### src/verilog/mmx_defs.svh
// Purpose: constants for the memory map and external code bus block
// Assumes: one 50 MHz clock, one core clock per oscillator period
// Notes: offsets, reset values, timing counts, the nop opcode and the latch off bit only
`ifndef MMX_DEFS_SVH
`define MMX_DEFS_SVH
`define MMX_INT_CODE_TOP 16'hf7ff
`define MMX_NOP_OPCODE 8'h00
`define MMX_BUS_PERIOD 3'h6
`define MMX_ALE_PHASE 3'h0
`define MMX_PROGRAM_STORE_STROBE_PHASE 3'h3
`define MMX_SP_RESET 11'h007
`define MMX_SP_WRAP_LO 11'h0ff
`define MMX_SP_EXT_BASE 11'h100
`define MMX_BANK_BYTES 8'h20
`define MMX_BIT_BASE 8'h20
`define MMX_UPPER_BASE 8'h80
`define MMX_LATCH_OFF_BIT 4
`endif

### src/verilog/mmx_pkg.sv
// Purpose: types shared by the memory map block
// Assumes: mmx_defs.svh holds the numbers
// Notes: no constants here
package mmx_pkg;
  typedef struct packed {
    logic [15:0] addr;
    logic req;
  } mmx_fetch_t;
  typedef struct packed {
    logic [23:0] addr;
    logic [7:0] wdata;
    logic wr;
    logic req;
  } mmx_xdata_t;
  typedef enum logic [1:0] {
    MMX_IDLE, MMX_CODE, MMX_DATA
  } mmx_bus_state_t;
endpackage : mmx_pkg

### src/verilog/mmx_stack_ptr.sv
// Purpose: stack pointer with optional 11-bit extension
// Assumes: push and pop never come in the same cycle
// Notes: load writes the low byte; the three extension bits take load_val with extension on, else zero
`timescale 1ns/10ps
`include "mmx_defs.svh"
module mmx_stack_ptr (
  input wire logic ref_clk,
  input wire logic rst,
  input wire logic ext_enable,
  input wire logic push,
  input wire logic pop,
  input wire logic load,
  input wire logic [10:0] load_val,
  output logic [10:0] sp
);
  logic [10:0] sp_reg;
  logic [10:0] sp_next;
  logic [10:0] inc_val;
  logic [10:0] dec_val;
  // without extension the pointer stays 8 bits and wraps ff to 00
  assign inc_val = ext_enable ? sp_reg + 11'h001
                              : {3'h0, sp_reg[7:0] + 8'h01};
  assign dec_val = ext_enable ? sp_reg - 11'h001
                              : {3'h0, sp_reg[7:0] - 8'h01};
  // pre-increment: the written address is the new value
  assign sp_next = load ? (ext_enable ? load_val : {3'h0, load_val[7:0]}) :
                   push ? inc_val : pop ? dec_val : sp_reg;
  // pointer register
  always_ff @(posedge ref_clk or posedge rst) begin
    if (rst) begin
      sp_reg <= `MMX_SP_RESET;
    end else begin
      sp_reg <= sp_next;
    end
  end
  assign sp = sp_reg;
endmodule : mmx_stack_ptr

### src/verilog/mmx_memory_map.sv
// Purpose: code source choice, external bus strobes and data RAM map
// Assumes: one core clock equals one oscillator period; pins synchronous
// Notes: port 0 pin is split into in, out and drive enable
// Operation
// - select pin high: internal fetch below f800; low: all external
// - code source sampled when reset ends or at power cycle
// - program strobe at most once per twelve periods, never during data access
// - program strobe stays high while running internal code
// - program strobe pulled low at reset release enters download mode
// - latch strobe every six periods, suppressed in data accesses
// - latch strobe off while power control bit 4 is set
// - port 0 is open drain; a latched one floats
// - port 0 carries address and data with strong ones as a bus
// - internal fetches from f800 to ffff return no-operation
// - low 128 bytes direct or indirect; upper 128 indirect only
// - lowest 32 bytes form four banks of eight working registers
// - bytes 20 to 2f are bit addressable as bits 00 to 7f
// - reset loads stack pointer 07; push pre-increments
// - stack may grow to 2048 bytes
// - extended stack enable widens pointer, wraps ff to 0100
// - port 2 gives high address byte; data gives middle and high
`timescale 1ns/10ps
`include "mmx_defs.svh"
module mmx_memory_map (
  input wire logic ref_clk,
  input wire logic rst,
  input wire logic external_access_select,
  input wire logic program_store_strobe_in,
  output logic program_store_strobe,
  output logic program_store_strobe_oe,
  output logic address_latch_strobe,
  input wire logic [7:0] port0_pins_in,
  output logic [7:0] port0_pins_out,
  output logic [7:0] port0_pins_oe,
  output logic [7:0] port2_pins,
  input wire logic [7:0] port0_latch,
  input wire logic [7:0] port2_latch,
  input wire logic [7:0] power_control_register,
  input wire logic extended_stack_enable,
  input wire mmx_pkg::mmx_fetch_t fetch,
  output logic fetch_ready,
  output logic [7:0] fetch_data,
  input wire logic [7:0] int_code_data,
  output logic [15:0] int_code_addr,
  input wire mmx_pkg::mmx_xdata_t xdata,
  output logic xdata_ready,
  output logic [7:0] xdata_rdata,
  output logic xdata_rd_n,
  output logic xdata_wr_n,
  output logic external_code_mode,
  output logic download_mode,
  input wire logic ram_we,
  input wire logic ram_indirect,
  input wire logic [7:0] ram_addr,
  input wire logic [7:0] ram_wdata,
  output logic [7:0] ram_rdata,
  output logic sfr_select,
  input wire logic [1:0] bank_select,
  input wire logic [2:0] work_reg_num,
  output logic [7:0] work_reg_addr,
  input wire logic [6:0] bit_addr,
  output logic bit_value,
  input wire logic bit_we,
  input wire logic bit_wdata,
  input wire logic stack_push,
  input wire logic stack_pop,
  input wire logic stack_load,
  input wire logic [10:0] stack_load_val,
  output logic [10:0] stack_pointer_register
);
  // ****************************************************************
  // boot strap capture
  // ****************************************************************
  logic boot_done_reg;
  logic ext_mode_reg;
  logic dl_mode_reg;
  logic strap_sample;
  // the single strap window: the first edge after reset lets go
  assign strap_sample = ~boot_done_reg;
  // straps caught on the first clock after release, then frozen
  always_ff @(posedge ref_clk or posedge rst) begin
    if (rst) begin
      boot_done_reg <= 1'b0;
      ext_mode_reg <= 1'b0;
      dl_mode_reg <= 1'b0;
    end else if (strap_sample) begin
      boot_done_reg <= 1'b1;
      ext_mode_reg <= ~external_access_select;
      dl_mode_reg <= ~program_store_strobe_in;
    end
  end
  // later pin levels are ignored until the next reset
  assign external_code_mode = ext_mode_reg;
  assign download_mode = dl_mode_reg;

  // ****************************************************************
  // six period bus cycle sequencer
  // ****************************************************************
  mmx_pkg::mmx_bus_state_t state_reg;
  mmx_pkg::mmx_bus_state_t state_next;
  logic [2:0] phase_reg;
  logic [15:0] code_addr_reg;
  logic [23:0] data_addr_reg;
  logic [7:0] wdata_reg;
  logic wr_reg;
  logic [7:0] fetch_data_reg;
  logic [7:0] xdata_rdata_reg;
  logic phase_last;
  logic in_data;
  logic in_code;
  logic ext_fetch;
  logic int_fetch;
  logic int_fetch_high;
  logic in_idle;
  logic take_cycle;
  logic code_done;
  logic data_done;
  // the phase counter free-runs so the latch strobe keeps its beat
  assign phase_last = phase_reg == (`MMX_BUS_PERIOD - 3'h1);
  assign in_idle = state_reg == mmx_pkg::MMX_IDLE;
  assign in_data = state_reg == mmx_pkg::MMX_DATA;
  assign in_code = state_reg == mmx_pkg::MMX_CODE;
  // requests are only taken at a cycle boundary with the bus free
  assign take_cycle = phase_last & in_idle;
  assign code_done = phase_last & in_code;
  assign data_done = phase_last & in_data;
  // fetches leave the chip only when the strap chose external code
  assign ext_fetch = fetch.req & ext_mode_reg;
  assign int_fetch = fetch.req & ~ext_mode_reg;
  // above the internal top the program counter must not reach outside
  assign int_fetch_high = fetch.addr > `MMX_INT_CODE_TOP;
  // next bus state chosen at each cycle boundary; data access wins
  always_comb begin
    state_next = state_reg;
    if (phase_last) begin
      if (xdata.req && state_reg == mmx_pkg::MMX_IDLE) begin
        state_next = mmx_pkg::MMX_DATA;
      end else if (ext_fetch && state_reg == mmx_pkg::MMX_IDLE) begin
        state_next = mmx_pkg::MMX_CODE;
      end else begin
        state_next = mmx_pkg::MMX_IDLE;
      end
    end
  end
  // sequencer registers
  always_ff @(posedge ref_clk or posedge rst) begin
    if (rst) begin
      state_reg <= mmx_pkg::MMX_IDLE;
      phase_reg <= 3'h0;
    end else begin
      state_reg <= state_next;
      phase_reg <= phase_last ? 3'h0 : phase_reg + 3'h1;
    end
  end
  // addresses and write data are frozen for the whole bus cycle
  always_ff @(posedge ref_clk or posedge rst) begin
    if (rst) begin
      code_addr_reg <= 16'h0000;
      data_addr_reg <= 24'h000000;
      wdata_reg <= 8'h00;
      wr_reg <= 1'b0;
    end else if (take_cycle) begin
      code_addr_reg <= fetch.addr;
      data_addr_reg <= xdata.addr;
      wdata_reg <= xdata.wdata;
      wr_reg <= xdata.wr;
    end
  end
  // code byte: port 0 at the end of an external cycle, else the array;
  // the nop substitution hides whatever sits above the internal top
  always_ff @(posedge ref_clk or posedge rst) begin
    if (rst) begin
      fetch_data_reg <= 8'h00;
    end else if (code_done) begin
      fetch_data_reg <= port0_pins_in;
    end else if (int_fetch) begin
      fetch_data_reg <= int_fetch_high ? `MMX_NOP_OPCODE
                                       : int_code_data;
    end
  end
  // read data is taken while the memory still drives port 0
  always_ff @(posedge ref_clk or posedge rst) begin
    if (rst) begin
      xdata_rdata_reg <= 8'h00;
    end else if (data_done) begin
      xdata_rdata_reg <= port0_pins_in;
    end
  end
  // internal fetch answers the cycle after request; external at cycle end
  logic int_ready_reg;
  always_ff @(posedge ref_clk or posedge rst) begin
    if (rst) begin
      int_ready_reg <= 1'b0;
    end else begin
      int_ready_reg <= int_fetch & ~int_ready_reg;
    end
  end
  assign fetch_ready = ext_mode_reg ? code_done : int_ready_reg;
  assign xdata_ready = data_done;
  assign fetch_data = fetch_data_reg;
  assign xdata_rdata = xdata_rdata_reg;
  assign int_code_addr = fetch.addr;

  // ****************************************************************
  // strobes and ports
  // ****************************************************************
  logic ale_window;
  logic program_store_strobe_window;
  logic addr_phase;
  logic bus_active;
  logic latch_off;
  logic code_strobe;
  logic read_strobe;
  logic write_strobe;
  logic [7:0] p0_addr_byte;
  logic [7:0] p0_bus_byte;
  logic [7:0] p0_bus_oe;
  logic [7:0] p2_data_byte;
  // phase decode shared by every strobe
  assign ale_window = phase_reg == `MMX_ALE_PHASE;
  assign program_store_strobe_window = phase_reg >= `MMX_PROGRAM_STORE_STROBE_PHASE;
  assign addr_phase = phase_reg < `MMX_PROGRAM_STORE_STROBE_PHASE;
  assign bus_active = in_code | in_data;
  // latch strobe beats every six periods, silent in data cycles or if off;
  // kept low under reset, where the frozen phase would hold it high
  assign latch_off = power_control_register[`MMX_LATCH_OFF_BIT];
  assign address_latch_strobe = ale_window & ~in_data
    & ~latch_off & ~rst;
  // program strobe active low only in external code cycles
  assign code_strobe = in_code & program_store_strobe_window;
  assign program_store_strobe = ~code_strobe;
  // held high during internal execution, released while straps sampled
  assign program_store_strobe_oe = boot_done_reg;
  // data strobes only exist in data cycles, so they never meet the
  // program strobe
  assign read_strobe = in_data & ~wr_reg & program_store_strobe_window;
  assign write_strobe = in_data & wr_reg & program_store_strobe_window;
  assign xdata_rd_n = ~read_strobe;
  assign xdata_wr_n = ~write_strobe;
  // port 0 as a bus: address first, then write data, ones driven hard
  assign p0_addr_byte = in_code ? code_addr_reg[7:0] : data_addr_reg[7:0];
  assign p0_bus_byte = addr_phase ? p0_addr_byte : wdata_reg;
  assign p0_bus_oe = {8{addr_phase | (in_data & wr_reg)}};
  // outside the bus a latched one floats, so only zeros are driven
  assign port0_pins_out = bus_active ? p0_bus_byte : 8'h00;
  assign port0_pins_oe = bus_active ? p0_bus_oe : ~port0_latch;
  // port 2: high code byte; a data cycle shows the page byte while the
  // address stands and the middle byte under the strobes
  assign p2_data_byte = addr_phase ? data_addr_reg[23:16]
                                   : data_addr_reg[15:8];
  assign port2_pins = in_code ? code_addr_reg[15:8] :
    in_data ? p2_data_byte : port2_latch;

  // ****************************************************************
  // internal data RAM map
  // ****************************************************************
  logic [7:0] ram_mem [0:255];
  logic ram_direct_hit;
  logic [7:0] bit_byte_addr;
  logic byte_write;
  logic bit_write;
  // direct addresses 80 and up go to special registers, not RAM
  assign sfr_select = ~ram_indirect & ram_addr[7];
  assign ram_direct_hit = ram_indirect | ~ram_addr[7];
  // bank select times eight plus register number
  assign work_reg_addr = {3'h0, bank_select, work_reg_num};
  // sixteen bit bytes from 20, eight bits each
  assign bit_byte_addr = `MMX_BIT_BASE + {4'h0, bit_addr[6:3]};
  assign bit_value = ram_mem[bit_byte_addr][bit_addr[2:0]];
  // writes: byte port has priority over bit port in the same cycle;
  // a direct write into the upper half belongs to the special registers
  assign byte_write = ram_we & ram_direct_hit;
  assign bit_write = bit_we & ~byte_write;
  always_ff @(posedge ref_clk) begin
    if (byte_write) begin
      ram_mem[ram_addr] <= ram_wdata;
    end else if (bit_write) begin
      ram_mem[bit_byte_addr][bit_addr[2:0]] <= bit_wdata;
    end
  end
  // registered read keeps the data output on a flip-flop
  always_ff @(posedge ref_clk or posedge rst) begin
    if (rst) begin
      ram_rdata <= 8'h00;
    end else if (ram_direct_hit) begin
      ram_rdata <= ram_mem[ram_addr];
    end
  end

  // ****************************************************************
  // stack pointer
  // ****************************************************************
  mmx_stack_ptr u_sp (
    .ref_clk(ref_clk),
    .rst(rst),
    .ext_enable(extended_stack_enable),
    .push(stack_push),
    .pop(stack_pop),
    .load(stack_load),
    .load_val(stack_load_val),
    .sp(stack_pointer_register)
  );
endmodule : mmx_memory_map

### config.mk
export PLATFORM = sky130hd
export DESIGN_NAME = mmx_memory_map
export DESIGN_NICKNAME = d
export VERILOG_FILES = /design/src/verilog/mmx_pkg.sv /design/src/verilog/mmx_stack_ptr.sv /design/src/verilog/mmx_memory_map.sv
export VERILOG_INCLUDE_DIRS = /design/src /design/src/verilog
export SDC_FILE = /design/constraint.sdc
export NUM_CORES = 2
export LEC_CHECK = 0
export ABC_AREA = 1
export ABC_CLOCK_PERIOD_IN_PS = 7190
export BUFFER_PORTS_ARGS = -buffer_cell sky130_fd_sc_hd__buf_2
export CAP_MARGIN = 20
export CELL_PAD_IN_SITES_DETAIL_PLACEMENT = 1
export CELL_PAD_IN_SITES_GLOBAL_PLACEMENT = 1
export CORE_MARGIN = 1
export CORE_UTILIZATION = 45
export CTS_CLUSTER_DIAMETER = 100
export DETAILED_ROUTE_END_ITERATION = 6
export PLACE_DENSITY = 0.85
export SYNTH_ARGS = -nofsm -noshare
export SYNTH_HDL_FRONTEND = slang
export SYNTH_SLANG_ARGS = --single-unit
### constraint.sdc
create_clock -name ref_clk -period 7.19 [get_ports ref_clk]
set_input_delay 1.0785 -clock ref_clk [delete_from_list [all_inputs] [get_ports ref_clk]]
set_output_delay 1.0785 -clock ref_clk [all_outputs]
set_load 0.05 [all_outputs]
==> impl_results.md <==
* Result of the run: completed
* Final setup TNS at 0 ns
* Total length of routed wires at 335000 µm
* Post-synth top area share at 63.1%
* Area delta synth->final at 10.7%
* Setup repair after global routing missed its margin: false
* Number of unique standard cell types used by synthesis at 36
* Max transition margin at 20.3%
* Area of the core at 215000 µm²
* Number of global-route vias before repair at 82400
* Final worst clock skew at 0.0349 ns
* Non-filler cells, final at 12900
* Top cells by area in the synthesized netlist: sky130_fd_sc_hd__edfxtp_1 (63%), sky130_fd_sc_hd__nand3_1 (10%), sky130_fd_sc_hd__nand2_1 (9.2%), sky130_fd_sc_hd__nor2_1 (8.6%), sky130_fd_sc_hd__clkbuf_1 (2.6%)
* Count of input and output buffers at 215
* Number of placed instances, taps included at 12500
* Source of the worst register-to-register timing path: state_reg[1]
* Final standard cell area without fillers at 108000 µm²
* Clock root buffer: sky130_fd_sc_hd__clkbuf_16
* Post-route DRC at 0
* Number of failing setup endpoints in the final timing report at 0
* Net count reported at finish at 9993
* Global-route congestion overflow total at 0
* Count of endpoints failing hold in the final timing report at 0
* Portion of the clock cycle consumed by the worst path in the final layout at 75.2%
* Number of hold buffers added after cts at 0
* Placed cell area at 101000 µm²
* Worst hold path type: in -> async
* CP max-delay cell: sky130_fd_sc_hd__ha_1
* Routability congestion estimate at 0.868
* WS Path Type: reg -> out
* Most common library cell in the layout ignoring fill and taps: sky130_fd_sc_hd__nand2_1
* Io pins at 236
* CTS H-Tree Depth at 4
* Per-cell via count in the routed design at 6.12
* Clock buffers created by TritonCTS at 217
* Count of vias placed by the detailed router at 78700
* Max clock buf depth at 3
* Clock input transition at the sequential cells of the worst setup and hold paths at 0.06 ns
* Post-CTS setup buffers at 0
* Share of layout cells above drive strength 1 at 7.98%
* Detailed-router iteration count before antenna repair at 6
* Reg2Reg Setup Slack at 3.30 ns
* Biggest fanout along the worst timing path at 25
* Number of placement rows at 170
* List of cells traversed by the critical path: inv_1 > ha_1 > clkinv_1 > nor2_1 > clkinv_1 > o21ai_0 > buf_2
* Worst vdd rail ir drop at 265 µV
* Total global routing track utilization at 30.1%
* Total die area at 218000 µm²
* Kind of cell with the highest combined delay on the critical path: buffers and inverters
* Longest individual stage delay on the worst path at 0.86 ns
* Final ANT Viol Nets at 0
* Register area at 63800 µm²
* DIE WIDTH at 467 µm
* Max Clock Freq at 0.185 GHz
* Count of buffering cells on the critical path with inverters included at 4
* Detailed placer's ending HPWL at 187000 µm
* Overall die height at 467 µm
* Final slew viol count at 0
* Wire length of the first global-routing pass at 499000 µm
* Number of max-cap violations at 0
* Arrival @ worst endpoint at 4.33 ns
* Clock period minus final worst setup slack at 5.41 ns
* Utilization after layout at 50.2%
* Maximum number of pins on one net before global-route repair at 212
* Type of element launching the critical path: register
* Worst setup startpoint: state_reg[1]
* Worst setup EP type: output pin
* Most frequent cells in the layout: sky130_fd_sc_hd__nand2_1 (2379), sky130_fd_sc_hd__nor2_1 (2220), sky130_fd_sc_hd__edfxtp_1 (2048), sky130_fd_sc_hd__nand3_1 (2002), sky130_fd_sc_hd__clkbuf_16 (221)
* Per-instance average area after synthesis at 9.72 µm²
* TritonCTS sink count at 2141
* Biggest area consumer among synthesized cells: sky130_fd_sc_hd__edfxtp_1
* Static Leakage at 38.9 nW
* Gate count of the mapped netlist at 10000
* CTS tree: built
* Resize count post-CTS at 0
* Warnings from Yosys at 0
* Routed length per instance at 26.0 µm
* Count of routing violations after the opening detailed-route iteration at 9783
* Number of flip-flops under the largest register name at 2048
* Pin slew with the least headroom to its limit at 1.19 ns
* Share of synthesized area occupied by flip-flops and latches at 65.5%
* Clock latency at the later pin of the worst-skew pair at 0.89 ns
* Filler cell count at 23700
* Cell area after synthesis at 97500 µm²
* Most repeated library cell on the critical path: sky130_fd_sc_hd__clkinv_1
* Initial standard-cell utilization of the core at 45.4%
* Footprint of the multi-input gates at 30400 µm²
* Crit path required time at 6.11 ns
* Flop and latch count out of synthesis at 2141
* Power per cell area at 261 nW/µm²
* Initial antenna violation count at 8
-- routing by layer --
layer	track usage (%)	vias up	wire length, µm
met5	0	-	25
met4	17.4	4	19400
met3	5.54	1005	31800
met2	50.5	4405	164000
met1	36.4	39600	120000
li1	-	33700	-
-- worst paths after layout --
path / end / cells after the start
max: fetch_ready / 7
min: data_addr_reg[8] / 2
max reg2reg: fetch_data[5] / 8
min reg2reg: int_ready_reg / 1
max in group asynchronous: fetch_data[5] / 3
min in group ref_clk: external_code_mode / 2
-- power by group --
part / switching, W / total [W] / internal (W)
registers: 0.0000713 / 0.0140 / 0.0139
logic: 0.00229 / 0.00285 / 0.000563
clock network: 0.00497 / 0.0113 / 0.00636
total: 0.00733 / 0.0282 / 0.0208
-- cell usage after synthesis, drive strengths merged --
library cell	n
nand2	2439
nor2	2223
edfxtp	2048
nand3	2002
clkbuf	676
o21ai	144
buf	97
dfrtp	90
inv	76
a21oi	60
mux2	34
o221ai	34
o22ai	18
nor4	15
a31oi	10
clkinv	9
nor3	8
o21a	8
a22oi	7
or2	7
xor2	7
ha	6
o211ai	5
dfstp	3
conb	2
nand4	2
a211oi	1
-- logic make-up (layout without fill, tap and decap cells) --
| group | count (synthesis) | after routing | synth area share, % |
|---|---|---|---|
| mux | 34 | 34 | 0.393 |
| other cells | 2 | 7 | 0.00771 |
| xor+xnor | 7 | 7 | 0.0629 |
| fa+ha+maj | 6 | 6 | 0.0770 |
| compound gates | 287 | 287 | 1.74 |
| flops | 2141 | 2141 | 65.5 |
| buf+inv | 858 | 850 | 3.43 |
| simple gates | 6696 | 6696 | 28.8 |
-- stage by stage --
stage / hold WS (ns) / total power [W] / setup slack, ns
after global placement: 0.412 / 0.0169 / 1.58
after floorplan: 0.402 / 0.0160 / 1.15
after global routing: 0.323 / 0.0288 / 1.48
after detailed placement: 0.422 / 0.0170 / 1.42
final: 0.306 / 0.0282 / 1.78
after CTS: 0.271 / 0.0282 / 1.67
-- area by class of cell --
type | count | share of cell area (%)
Multi-Input combinational cell | 7034 | 28.2
Sequential cell | 2141 | 59.2
Tap cell | 2838 | 3.29
Clock buffer | 287 | 5.39
Antenna cell | 3 | 0.00696
Clock inverter | 112 | 1.04
Inverter | 85 | 0.330
Timing Repair Buffer | 366 | 2.57
Note: power is estimated with default switching activity, not from simulation.
